File: src/design/xbp_pkg.sv
// Constants, types and timing for the external bus and port one pin logic.
// Assumes CORE_CLK stands in for the oscillator input and one shared reset.
package xbp_pkg;

   // =========================================================
   // Timing
   localparam int CORE_PERIOD_NS   = 8;
   localparam int OSC_PERIOD_NS    = 32;
   localparam int QUARTERS_PER_OSC = 4;
   localparam int BUS_PERIOD_OSC   = 4;
   localparam int QUARTER_DIV_CALC = OSC_PERIOD_NS / (QUARTERS_PER_OSC * CORE_PERIOD_NS);
   localparam int QUARTER_DIV_DFLT = (QUARTER_DIV_CALC < 1) ? 1 : QUARTER_DIV_CALC;
   localparam int SLOTS            = QUARTERS_PER_OSC * BUS_PERIOD_OSC;

   // Latch strobe 1.5 osc cycles, fetch strobe 2.25 osc cycles, in quarter slots
   localparam logic [3:0] ALE_HIGH_SLOTS  = 4'h6;
   localparam logic [3:0] PROGRAM_FETCH_STROBE_N_LOW_SLOTS  = 4'h9;
   localparam logic [3:0] LAST_SLOT       = 4'hF;
   localparam logic [3:0] PROGRAM_FETCH_STROBE_N_FALL_SLOT  = 4'(SLOTS - 9);
   localparam logic [3:0] WR_LAST_SLOT    = 4'hE;
   localparam logic [3:0] SLOT_STEP       = 4'h1;

   // Strong high driver on-time, in quarter slots (one osc cycle)
   localparam logic [2:0] STRONG_PULSE_SLOTS = 3'h4;

   // =========================================================
   // Reset values and pin positions
   localparam logic [7:0] PORT_RESET   = 8'hFF;
   localparam logic [7:0] ADDR_HI_RST  = 8'hFF;
   localparam int         BIT_T2_IO    = 0;
   localparam int         BIT_T2_TRIG  = 1;
   localparam int         BIT_SER_RX   = 2;
   localparam int         BIT_SER_TX   = 3;
   localparam int         BIT_IRQ_BASE = 4;
   localparam int         IRQ_COUNT    = 4;

   // =========================================================
   // Types
   typedef enum logic [1:0] {
      XBP_FETCH,
      XBP_DATA_RD,
      XBP_DATA_WR
   } xbp_kind_e;

   typedef struct packed {
      xbp_kind_e   kind;
      logic [15:0] addr;
      logic [7:0]  wdata;
   } xbp_req_s;

endpackage : xbp_pkg

File: src/design/xbp_top.sv
// External memory bus sequencer and quasi-bidirectional port one.
// Assumes the core requests accesses on CORE_CLK and pins are off-chip.
module xbp_top
   import xbp_pkg::*;
#(
   parameter int QUARTER_DIV = QUARTER_DIV_DFLT
)(
   // Clock and reset
   input  wire logic                 CORE_CLK,
   input  wire logic                 SYS_RST,
   // Core bus requests
   input  wire logic                 REQ_VALID,
   input  wire xbp_req_s             REQ,
   output logic                      REQ_READY,
   output logic                      RSP_VALID,
   output logic [7:0]                RSP_RDATA,
   // External bus pins
   output logic                      ADDR_LATCH_STROBE,
   output logic                      PROGRAM_FETCH_STROBE_N,
   input  wire logic [7:0]           MUXED_ADDR_DATA_BUS_IN,
   output logic [7:0]                MUXED_ADDR_DATA_BUS_OUT,
   output logic [7:0]                MUXED_ADDR_DATA_BUS_OE,
   output logic [7:0]                HIGH_ADDRESS_PORT,
   output logic                      DATA_READ_STROBE_N,
   output logic                      DATA_WRITE_STROBE_N,
   // Port one, core side
   input  wire logic                 GP_PORT_ONE_WR,
   input  wire logic [7:0]           GP_PORT_ONE_WDATA,
   input  wire logic                 TIMER_TWO_EXT_IO_OUT,
   input  wire logic                 SERIAL_ONE_TRANSMIT,
   output logic [7:0]                GP_PORT_ONE_LEVEL,
   output logic                      TIMER_TWO_EXT_IO_IN,
   output logic                      TIMER_TWO_CAPTURE_TRIGGER,
   output logic                      SERIAL_ONE_RECEIVE,
   // Port one pins
   input  wire logic [7:0]           GP_PORT_ONE_PINS_IN,
   output logic [7:0]                GP_PORT_ONE_PINS_OUT,
   output logic [7:0]                GP_PORT_ONE_PINS_OE,
   output logic [7:0]                GP_PORT_ONE_WEAK_PU,
   // External interrupts: two, three, four, five
   output logic [IRQ_COUNT-1:0]      EXT_IRQ_PENDING,
   input  wire logic [IRQ_COUNT-1:0] EXT_IRQ_CLEAR
);

   // Elaboration-time refusal: the divider counter is eight bits wide
   if (QUARTER_DIV < 1 || QUARTER_DIV > 255) begin : g_div_check
      $error("QUARTER_DIV out of range");
   end

   // =========================================================
   // Quarter-osc-cycle tick
   // CORE_CLK acts as the oscillator input; a crystal or an external
   // clock source feeding it is the board's business.
   logic [7:0] div_cnt;
   logic       tick;

   always_ff @(posedge CORE_CLK or posedge SYS_RST) begin
      if (SYS_RST) begin
         div_cnt <= 8'h00;
         tick    <= 1'b0;
      end else if (div_cnt == 8'(QUARTER_DIV - 1)) begin
         div_cnt <= 8'h00;
         tick    <= 1'b1;
      end else begin
         div_cnt <= 8'(div_cnt + 8'h01);
         tick    <= 1'b0;
      end
   end

   // =========================================================
   // Bus period slot counter
   logic [3:0] slot;
   logic [3:0] next_slot;
   logic       period_end;

   assign next_slot  = 4'(slot + SLOT_STEP);
   assign period_end = tick && (slot == LAST_SLOT);

   always_ff @(posedge CORE_CLK or posedge SYS_RST) begin
      if (SYS_RST) begin
         slot <= LAST_SLOT;
      end else if (tick) begin
         slot <= next_slot;
      end
   end

   // =========================================================
   // Request holding and active access
   xbp_req_s pend;
   logic     pend_valid;
   xbp_req_s act;
   logic     act_valid;
   logic     take;

   assign take = REQ_VALID && REQ_READY;

   always_ff @(posedge CORE_CLK or posedge SYS_RST) begin
      if (SYS_RST) begin
         pend       <= '0;
         pend_valid <= 1'b0;
      end else if (take) begin
         pend       <= REQ;
         pend_valid <= 1'b1;
      end else if (period_end) begin
         pend_valid <= 1'b0;
      end
   end

   // Ready only while the holding slot is empty, so requests never drop
   always_ff @(posedge CORE_CLK or posedge SYS_RST) begin
      if (SYS_RST) begin
         REQ_READY <= 1'b0;
      end else if (take) begin
         REQ_READY <= 1'b0;
      end else if (period_end || !pend_valid) begin
         REQ_READY <= 1'b1;
      end
   end

   always_ff @(posedge CORE_CLK or posedge SYS_RST) begin
      if (SYS_RST) begin
         act       <= '0;
         act_valid <= 1'b0;
      end else if (period_end) begin
         act       <= pend;
         act_valid <= pend_valid;
      end
   end

   // Values of the access that runs in the slot being entered
   xbp_req_s cur;
   logic     cur_valid;

   always_comb begin
      cur       = act;
      cur_valid = act_valid;
      if (period_end) begin
         cur       = pend;
         cur_valid = pend_valid;
      end
   end

   // =========================================================
   // Strobes: latch strobe every period, fetch strobe on fetches
   logic next_ale;
   logic next_program_fetch_strobe_n_n;
   logic next_rd_n;
   logic next_wr_n;

   always_comb begin
      next_ale    = (next_slot < ALE_HIGH_SLOTS);
      next_program_fetch_strobe_n_n = 1'b1;
      next_rd_n   = 1'b1;
      next_wr_n   = 1'b1;
      if (cur_valid) begin
         case (cur.kind)
            XBP_FETCH: begin
               next_program_fetch_strobe_n_n = !(next_slot >= PROGRAM_FETCH_STROBE_N_FALL_SLOT);
            end
            XBP_DATA_RD: begin
               next_rd_n = !(next_slot >= PROGRAM_FETCH_STROBE_N_FALL_SLOT);
            end
            XBP_DATA_WR: begin
               next_wr_n = !((next_slot >= PROGRAM_FETCH_STROBE_N_FALL_SLOT) && (next_slot <= WR_LAST_SLOT));
            end
            default: begin
               next_program_fetch_strobe_n_n = 1'b1;
            end
         endcase
      end
   end

   always_ff @(posedge CORE_CLK or posedge SYS_RST) begin
      if (SYS_RST) begin
         ADDR_LATCH_STROBE      <= 1'b1;
         PROGRAM_FETCH_STROBE_N <= 1'b1;
         DATA_READ_STROBE_N     <= 1'b1;
         DATA_WRITE_STROBE_N    <= 1'b1;
      end else if (tick) begin
         ADDR_LATCH_STROBE      <= next_ale;
         PROGRAM_FETCH_STROBE_N <= next_program_fetch_strobe_n_n;
         DATA_READ_STROBE_N     <= next_rd_n;
         DATA_WRITE_STROBE_N    <= next_wr_n;
      end
   end

   // =========================================================
   // Multiplexed address/data lines and high address port
   // Driven only by the sequencer; software has no latch here.
   logic [7:0] next_ad_out;
   logic [7:0] next_ad_oe;

   always_comb begin
      next_ad_out = PORT_RESET;
      next_ad_oe  = PORT_RESET;
      if (cur_valid) begin
         if (next_slot < ALE_HIGH_SLOTS) begin
            next_ad_out = cur.addr[7:0];
         end else if (cur.kind == XBP_DATA_WR) begin
            next_ad_out = cur.wdata;
         end else begin
            next_ad_oe  = '0;
         end
      end
   end

   always_ff @(posedge CORE_CLK or posedge SYS_RST) begin
      if (SYS_RST) begin
         MUXED_ADDR_DATA_BUS_OUT <= PORT_RESET;
         MUXED_ADDR_DATA_BUS_OE  <= PORT_RESET;
      end else if (tick) begin
         MUXED_ADDR_DATA_BUS_OUT <= next_ad_out;
         MUXED_ADDR_DATA_BUS_OE  <= next_ad_oe;
      end
   end

   always_ff @(posedge CORE_CLK or posedge SYS_RST) begin
      if (SYS_RST) begin
         HIGH_ADDRESS_PORT <= ADDR_HI_RST;
      end else if (tick && cur_valid && (next_slot == '0)) begin
         HIGH_ADDRESS_PORT <= cur.addr[15:8];
      end
   end

   // =========================================================
   // Read data capture
   // Bus input passes two flops, so data must be stable two core
   // cycles before the end of the period.
   logic [7:0] ad_meta;
   logic [7:0] ad_sync;

   always_ff @(posedge CORE_CLK or posedge SYS_RST) begin
      if (SYS_RST) begin
         ad_meta <= PORT_RESET;
         ad_sync <= PORT_RESET;
      end else begin
         ad_meta <= MUXED_ADDR_DATA_BUS_IN;
         ad_sync <= ad_meta;
      end
   end

   always_ff @(posedge CORE_CLK or posedge SYS_RST) begin
      if (SYS_RST) begin
         RSP_VALID <= 1'b0;
         RSP_RDATA <= '0;
      end else begin
         RSP_VALID <= 1'b0;
         if (period_end && act_valid && (act.kind != XBP_DATA_WR)) begin
            RSP_VALID <= 1'b1;
            RSP_RDATA <= ad_sync;
         end
      end
   end

   // =========================================================
   // Port one quasi-bidirectional pins
   logic [7:0] p1_latch;
   logic [7:0] p1_eff;
   logic [7:0] p1_eff_prev;
   logic [7:0] p1_meta;
   logic [7:0] p1_sync;
   logic [7:0] p1_prev;

   always_ff @(posedge CORE_CLK or posedge SYS_RST) begin
      if (SYS_RST) begin
         p1_latch <= PORT_RESET;
      end else if (GP_PORT_ONE_WR) begin
         p1_latch <= GP_PORT_ONE_WDATA;
      end
   end

   // Alternate outputs pull a bit low only while its latch holds one
   always_comb begin
      p1_eff              = p1_latch;
      p1_eff[BIT_T2_IO]   = p1_latch[BIT_T2_IO] & TIMER_TWO_EXT_IO_OUT;
      p1_eff[BIT_SER_TX]  = p1_latch[BIT_SER_TX] & SERIAL_ONE_TRANSMIT;
   end

   always_ff @(posedge CORE_CLK or posedge SYS_RST) begin
      if (SYS_RST) begin
         p1_eff_prev <= PORT_RESET;
      end else begin
         p1_eff_prev <= p1_eff;
      end
   end

   genvar gi;
   generate
      for (gi = 0; gi < 8; gi++) begin : g_p1
         logic [2:0] boost;

         always_ff @(posedge CORE_CLK or posedge SYS_RST) begin
            if (SYS_RST) begin
               boost <= '0;
            end else if (p1_eff[gi] && !p1_eff_prev[gi]) begin
               boost <= STRONG_PULSE_SLOTS;
            end else if (!p1_eff[gi]) begin
               boost <= '0;
            end else if (tick && (boost != '0)) begin
               boost <= 3'(boost - 3'h1);
            end
         end

         always_ff @(posedge CORE_CLK or posedge SYS_RST) begin
            if (SYS_RST) begin
               GP_PORT_ONE_PINS_OUT[gi] <= 1'b1;
               GP_PORT_ONE_PINS_OE[gi]  <= 1'b0;
               GP_PORT_ONE_WEAK_PU[gi]  <= 1'b1;
            end else if (!p1_eff[gi]) begin
               GP_PORT_ONE_PINS_OUT[gi] <= 1'b0;
               GP_PORT_ONE_PINS_OE[gi]  <= 1'b1;
               GP_PORT_ONE_WEAK_PU[gi]  <= 1'b0;
            end else if ((p1_eff[gi] && !p1_eff_prev[gi]) || (boost > 3'h1) ||
                         ((boost == 3'h1) && !tick)) begin
               GP_PORT_ONE_PINS_OUT[gi] <= 1'b1;
               GP_PORT_ONE_PINS_OE[gi]  <= 1'b1;
               GP_PORT_ONE_WEAK_PU[gi]  <= 1'b1;
            end else begin
               GP_PORT_ONE_PINS_OUT[gi] <= 1'b1;
               GP_PORT_ONE_PINS_OE[gi]  <= 1'b0;
               GP_PORT_ONE_WEAK_PU[gi]  <= 1'b1;
            end
         end
      end
   endgenerate

   // Pin levels: two-flop synchroniser, then a third stage for edges
   always_ff @(posedge CORE_CLK or posedge SYS_RST) begin
      if (SYS_RST) begin
         p1_meta <= PORT_RESET;
         p1_sync <= PORT_RESET;
         p1_prev <= PORT_RESET;
      end else begin
         p1_meta <= GP_PORT_ONE_PINS_IN;
         p1_sync <= p1_meta;
         p1_prev <= p1_sync;
      end
   end

   always_ff @(posedge CORE_CLK or posedge SYS_RST) begin
      if (SYS_RST) begin
         GP_PORT_ONE_LEVEL         <= PORT_RESET;
         TIMER_TWO_EXT_IO_IN       <= 1'b1;
         TIMER_TWO_CAPTURE_TRIGGER <= 1'b1;
         SERIAL_ONE_RECEIVE        <= 1'b1;
      end else begin
         GP_PORT_ONE_LEVEL         <= p1_sync;
         TIMER_TWO_EXT_IO_IN       <= p1_sync[BIT_T2_IO];
         TIMER_TWO_CAPTURE_TRIGGER <= p1_sync[BIT_T2_TRIG];
         SERIAL_ONE_RECEIVE        <= p1_sync[BIT_SER_RX];
      end
   end

   // =========================================================
   // Edge-detected external interrupts
   // Even index rises (two, four), odd index falls (three, five).
   generate
      for (gi = 0; gi < IRQ_COUNT; gi++) begin : g_irq
         logic edge_seen;

         if ((gi % 2) == 0) begin : g_rise
            assign edge_seen = p1_sync[BIT_IRQ_BASE+gi] && !p1_prev[BIT_IRQ_BASE+gi];
         end else begin : g_fall
            assign edge_seen = !p1_sync[BIT_IRQ_BASE+gi] && p1_prev[BIT_IRQ_BASE+gi];
         end

         // A new edge in the clearing cycle is kept
         always_ff @(posedge CORE_CLK or posedge SYS_RST) begin
            if (SYS_RST) begin
               EXT_IRQ_PENDING[gi] <= 1'b0;
            end else if (edge_seen) begin
               EXT_IRQ_PENDING[gi] <= 1'b1;
            end else if (EXT_IRQ_CLEAR[gi]) begin
               EXT_IRQ_PENDING[gi] <= 1'b0;
            end
         end
      end
   endgenerate

endmodule : xbp_top

File: config.mk
export PLATFORM = sky130hd
export DESIGN_NAME = xbp_top
export DESIGN_NICKNAME = d
export VERILOG_FILES = /design/src/design/xbp_pkg.sv /design/src/design/xbp_top.sv
export SDC_FILE = /design/constraint.sdc
export NUM_CORES = 1
export LEC_CHECK = 0
export ABC_AREA = 1
export BUFFER_PORTS_ARGS = -buffer_cell sky130_fd_sc_hd__buf_2
export CORE_UTILIZATION = 41
export CTS_CLUSTER_DIAMETER = 200
export CTS_CLUSTER_SIZE = 12
export DETAILED_ROUTE_END_ITERATION = 6
export HOLD_SLACK_MARGIN = 0.15
export PLACE_DENSITY_LB_ADDON = 0.15
export SETUP_SLACK_MARGIN = 0.15
export SLEW_MARGIN = 40
export SYNTH_ARGS = -nofsm -noshare
export SYNTH_HDL_FRONTEND = slang
export SYNTH_SLANG_ARGS = --single-unit
File: constraint.sdc
create_clock -name CORE_CLK -period 6.4 [get_ports CORE_CLK]
set_input_delay 0.64 -clock CORE_CLK [delete_from_list [all_inputs] [get_ports CORE_CLK]]
set_output_delay 0.64 -clock CORE_CLK [all_outputs]
set_load 0.01 [all_outputs]
==> flow_metrics.tcl <==
set metrics [dict create \
    status "finished clean" \
    dp_hpwl_um 10080 \
    ys_types 38 \
    cp_slowest_cell "dfrtp_1" \
    synthesis.nets 861 \
    fp.dieArea_sq_mm 0.02004 \
    skew_ns 0.01197 \
    detail_route.drc_violations 0 \
    clk_latency_ns 0.43 \
    dr.max_layer_used "met4" \
    critPathLaunchType "register" \
    netlist_area_sq_mm 0.007988 \
    vias 5249 \
    hold_viol 0 \
    p_leak_uw 0.004591 \
    yosysSeqAreaShare_pct 60.79 \
    path_class "reg2reg" \
    syn2layout_area_growth_pct 17.31 \
    async_flop_share_pct 100.0 \
    met2_length_um 6415 \
    power_density_mw_per_mm2 359.6 \
    tns_ns 0 \
    ios 137 \
    syn-instance-count 771 \
    clock-sinks 190 \
    endpoint_kind "register" \
    clk_pin_slew_ns 0.07 \
    cp.arrival_ns 2.76 \
    path_max_fanout 28 \
    drv_slew 0 \
    wl_um 14660 \
    clk_path_buf_depth 2 \
    max_slew_margin_pct 53.98 \
    path_cells "buf_4 -> nand2_4 -> nor2_8 -> nand2_1 -> o21ai_2 -> nand4_4 -> nand2_1 -> o21ai_2" \
    crit_required_ns 6.75 \
    hold_ws_ns 0.2432 \
    coreArea_sq_mm 0.01889 \
    met1_length_um 7346 \
    place_congestion 0.7926 \
    finalCritPeriodShare_pct 37.58 \
    hp-class "in2async" \
    routed_via_density 4.490 \
    fin_nets 986 \
    clock-root-buffer "clkbuf_16" \
    ant_nets 0 \
    max_cap_viol_count 0 \
    cts_setup_buffers 0 \
    n_fill_cell 1814 \
    cts_buffers 17 \
    antenna_found_initial 0 \
    ys_warn_count 0 \
    rsz0062_at_grt "no" \
    slowest_delay_ns 0.60 \
    antenna_cells 0 \
    grt_first_pass_wirelength_um 24540 \
    grt_pass1_vias 5019 \
    synth_edf_count 0 \
    dpl_worst_slack_ns 3.947 \
    grt_max_degree 115 \
    overflow 0 \
    die_w_um 141.6 \
    syn_area_per_cell_sq_um 10.36 \
    die_h_um 141.6 \
    synthFlopType "dfrtp_1" \
    wire_per_inst_um 12.54 \
    rows 50 \
    setup_ws_ns 3.995 \
    initial_core_util_pct 42.28 \
    ys_ff_latch 190 \
    cts_tree "yes" \
    ctsHoldBuffers 0 \
    drive_above_1_share_pct 32.78 \
    setup_violations 0 \
    wl_met3_um 715 \
    max_freq_mhz 415.7 \
    report.power.total_uw 3370 \
    worst_pin_slew_ns 0.6904 \
    track_usage_pct 15.70 \
    numPortBuffers 136 \
    drt_pass1_iterations 4 \
    cts_resized 0 \
    fin_crit_ns 2.405 \
    vdd_ir_drop_max_v 0.0001826 \
    initialDrtViolationCount 261 \
    htreeDepth 4 \
]
stage by stage:
stage | utilization [%] | instance area [sq um] | cells
finish | 49.60 | 9370 | 1169
detailed placement | 46.56 | 8797 | 1137
floorplan | - | 7988 | 771
CTS | 49.57 | 9365 | 1169
global placement | 46.54 | 8793 | 1137
global route | 49.60 | 9370 | 1169
cell type report:
class	instances	area, sq um	share of cell area, %
well taps	260	325.3	3.472
repair buffers	140	714.4	7.625
clock buffers	21	493.0	5.261
clock inverters	11	75.07	0.8012
flip-flops and latches	190	4856	51.82
multi-input cells	444	2505	26.73
inverters	103	401.6	4.286
path summary, 6_finish.rpt:
path	startpoint	endpoint	slack, ns	cells past startpoint
worst min register to register	p1_sync[2]	GP_PORT_ONE_LEVEL[2]	0.36	0
worst max-delay path	tick	HIGH_ADDRESS_PORT[5]	3.99	8
min in group CORE_CLK	GP_PORT_ONE_PINS_IN[1]	p1_meta[1]	0.31	1
worst min-delay path	SYS_RST	pend[8]	0.24	2
max in group asynchronous	SYS_RST	g_p1[0].boost[2]	5.08	3
worst max register to register	tick	HIGH_ADDRESS_PORT[5]	3.99	8
kinds of logic (layout without fill, tap and decap cells):
group	Yosys count	after routing	share of synthesized area (%)
flip-flops	190	190	60.79
AND/OR/NAND/NOR	294	294	15.66
AO/OA/AOI/OAI	85	85	6.438
adder cells (fa/ha/maj)	30	30	4.699
XOR/XNOR	12	12	1.316
multiplexers	23	23	3.243
buffers and inverters	137	275	7.848
registers in the layout (all words and copies together) (netlist names), 4 cells and up:
name and flops:
HIGH_ADDRESS_PORT 8, slot 4, act 26, p1_sync 8
ad_sync 8, div_cnt 8, MUXED_ADDR_DATA_BUS_OUT 8, pend 26
RSP_RDATA 8, EXT_IRQ_PENDING 4, p1_latch 8, p1_meta 8
GP_PORT_ONE_LEVEL 8, ad_meta 8, GP_PORT_ONE_PINS_OE 8, g_p1.boost 24
p1_eff_prev 7
cell usage in the layout (no fill, tap or decap), types with 2 or more instances in the layout:
| cell type | count |
|---|---|
| dfrtp_1 | 109 |
| nand2_2 | 5 |
| inv_6 | 3 |
| xnor2_1 | 4 |
| o211ai_1 | 6 |
| nand3_1 | 29 |
| inv_4 | 3 |
| mux2_2 | 23 |
| and2_1 | 8 |
| buf_2 | 136 |
| nand2_1 | 188 |
| clkinv_2 | 4 |
| ha_1 | 30 |
| o2111ai_1 | 3 |
| inv_1 | 99 |
| o21ai_2 | 9 |
| clkbuf_16 | 19 |
| nor3_1 | 3 |
| xor2_1 | 8 |
| nor2_1 | 51 |
| o22ai_1 | 10 |
| nand4_1 | 2 |
| buf_4 | 3 |
| a31oi_1 | 5 |
| a21oi_1 | 15 |
| a22oi_1 | 4 |
| dfstp_2 | 81 |
| o21ai_0 | 33 |
worst max-delay path: cells and delay by family, from the launching register on:
| kind | cells | cell delay (ns) |
|---|---|---|
| AOI/OAI and AO/OA | 2 | 0.29 |
| and+or+nand+nor | 5 | 1.16 |
| DFF | 1 | 0.60 |
| buffers and inverters | 1 | 0.28 |
metal layers:
metal  vias up  global-route usage (%)
li1       2666                       -
met1      2458                   21.71
met2       106                   23.70
met3        19                   4.691
met4         0                   4.924
met5         -                       0
synth_stat cells (all sizes together), types with 4 or more instances:
library cell  instances  area (sq um)
nand2               194         748.2
dfrtp               109          2728
inv                 102         385.4
dfstp                81          2128
nor2                 54         229.0
o21ai                42         244.0
ha                   30         375.4
buf                  29         219.0
nand3                29         145.1
mux2                 23         259.0
a21oi                15         75.07
o22ai                10         62.56
and2                  8         50.05
xor2                  8         70.07
o211ai                6         45.04
a31oi                 5         31.28
clkbuf                5         18.77
a22oi                 4         30.03
nor3                  4         31.28
xnor2                 4         35.03
power by group:
part,switching [uW],leakage [uW],internal (uW)
registers,129,0.00214,1540
logic,407,0.00217,280
clock network,456,0.000285,556
total,992,0.00459,2380
No activity file was read; power rests on OpenSTA's default activity.
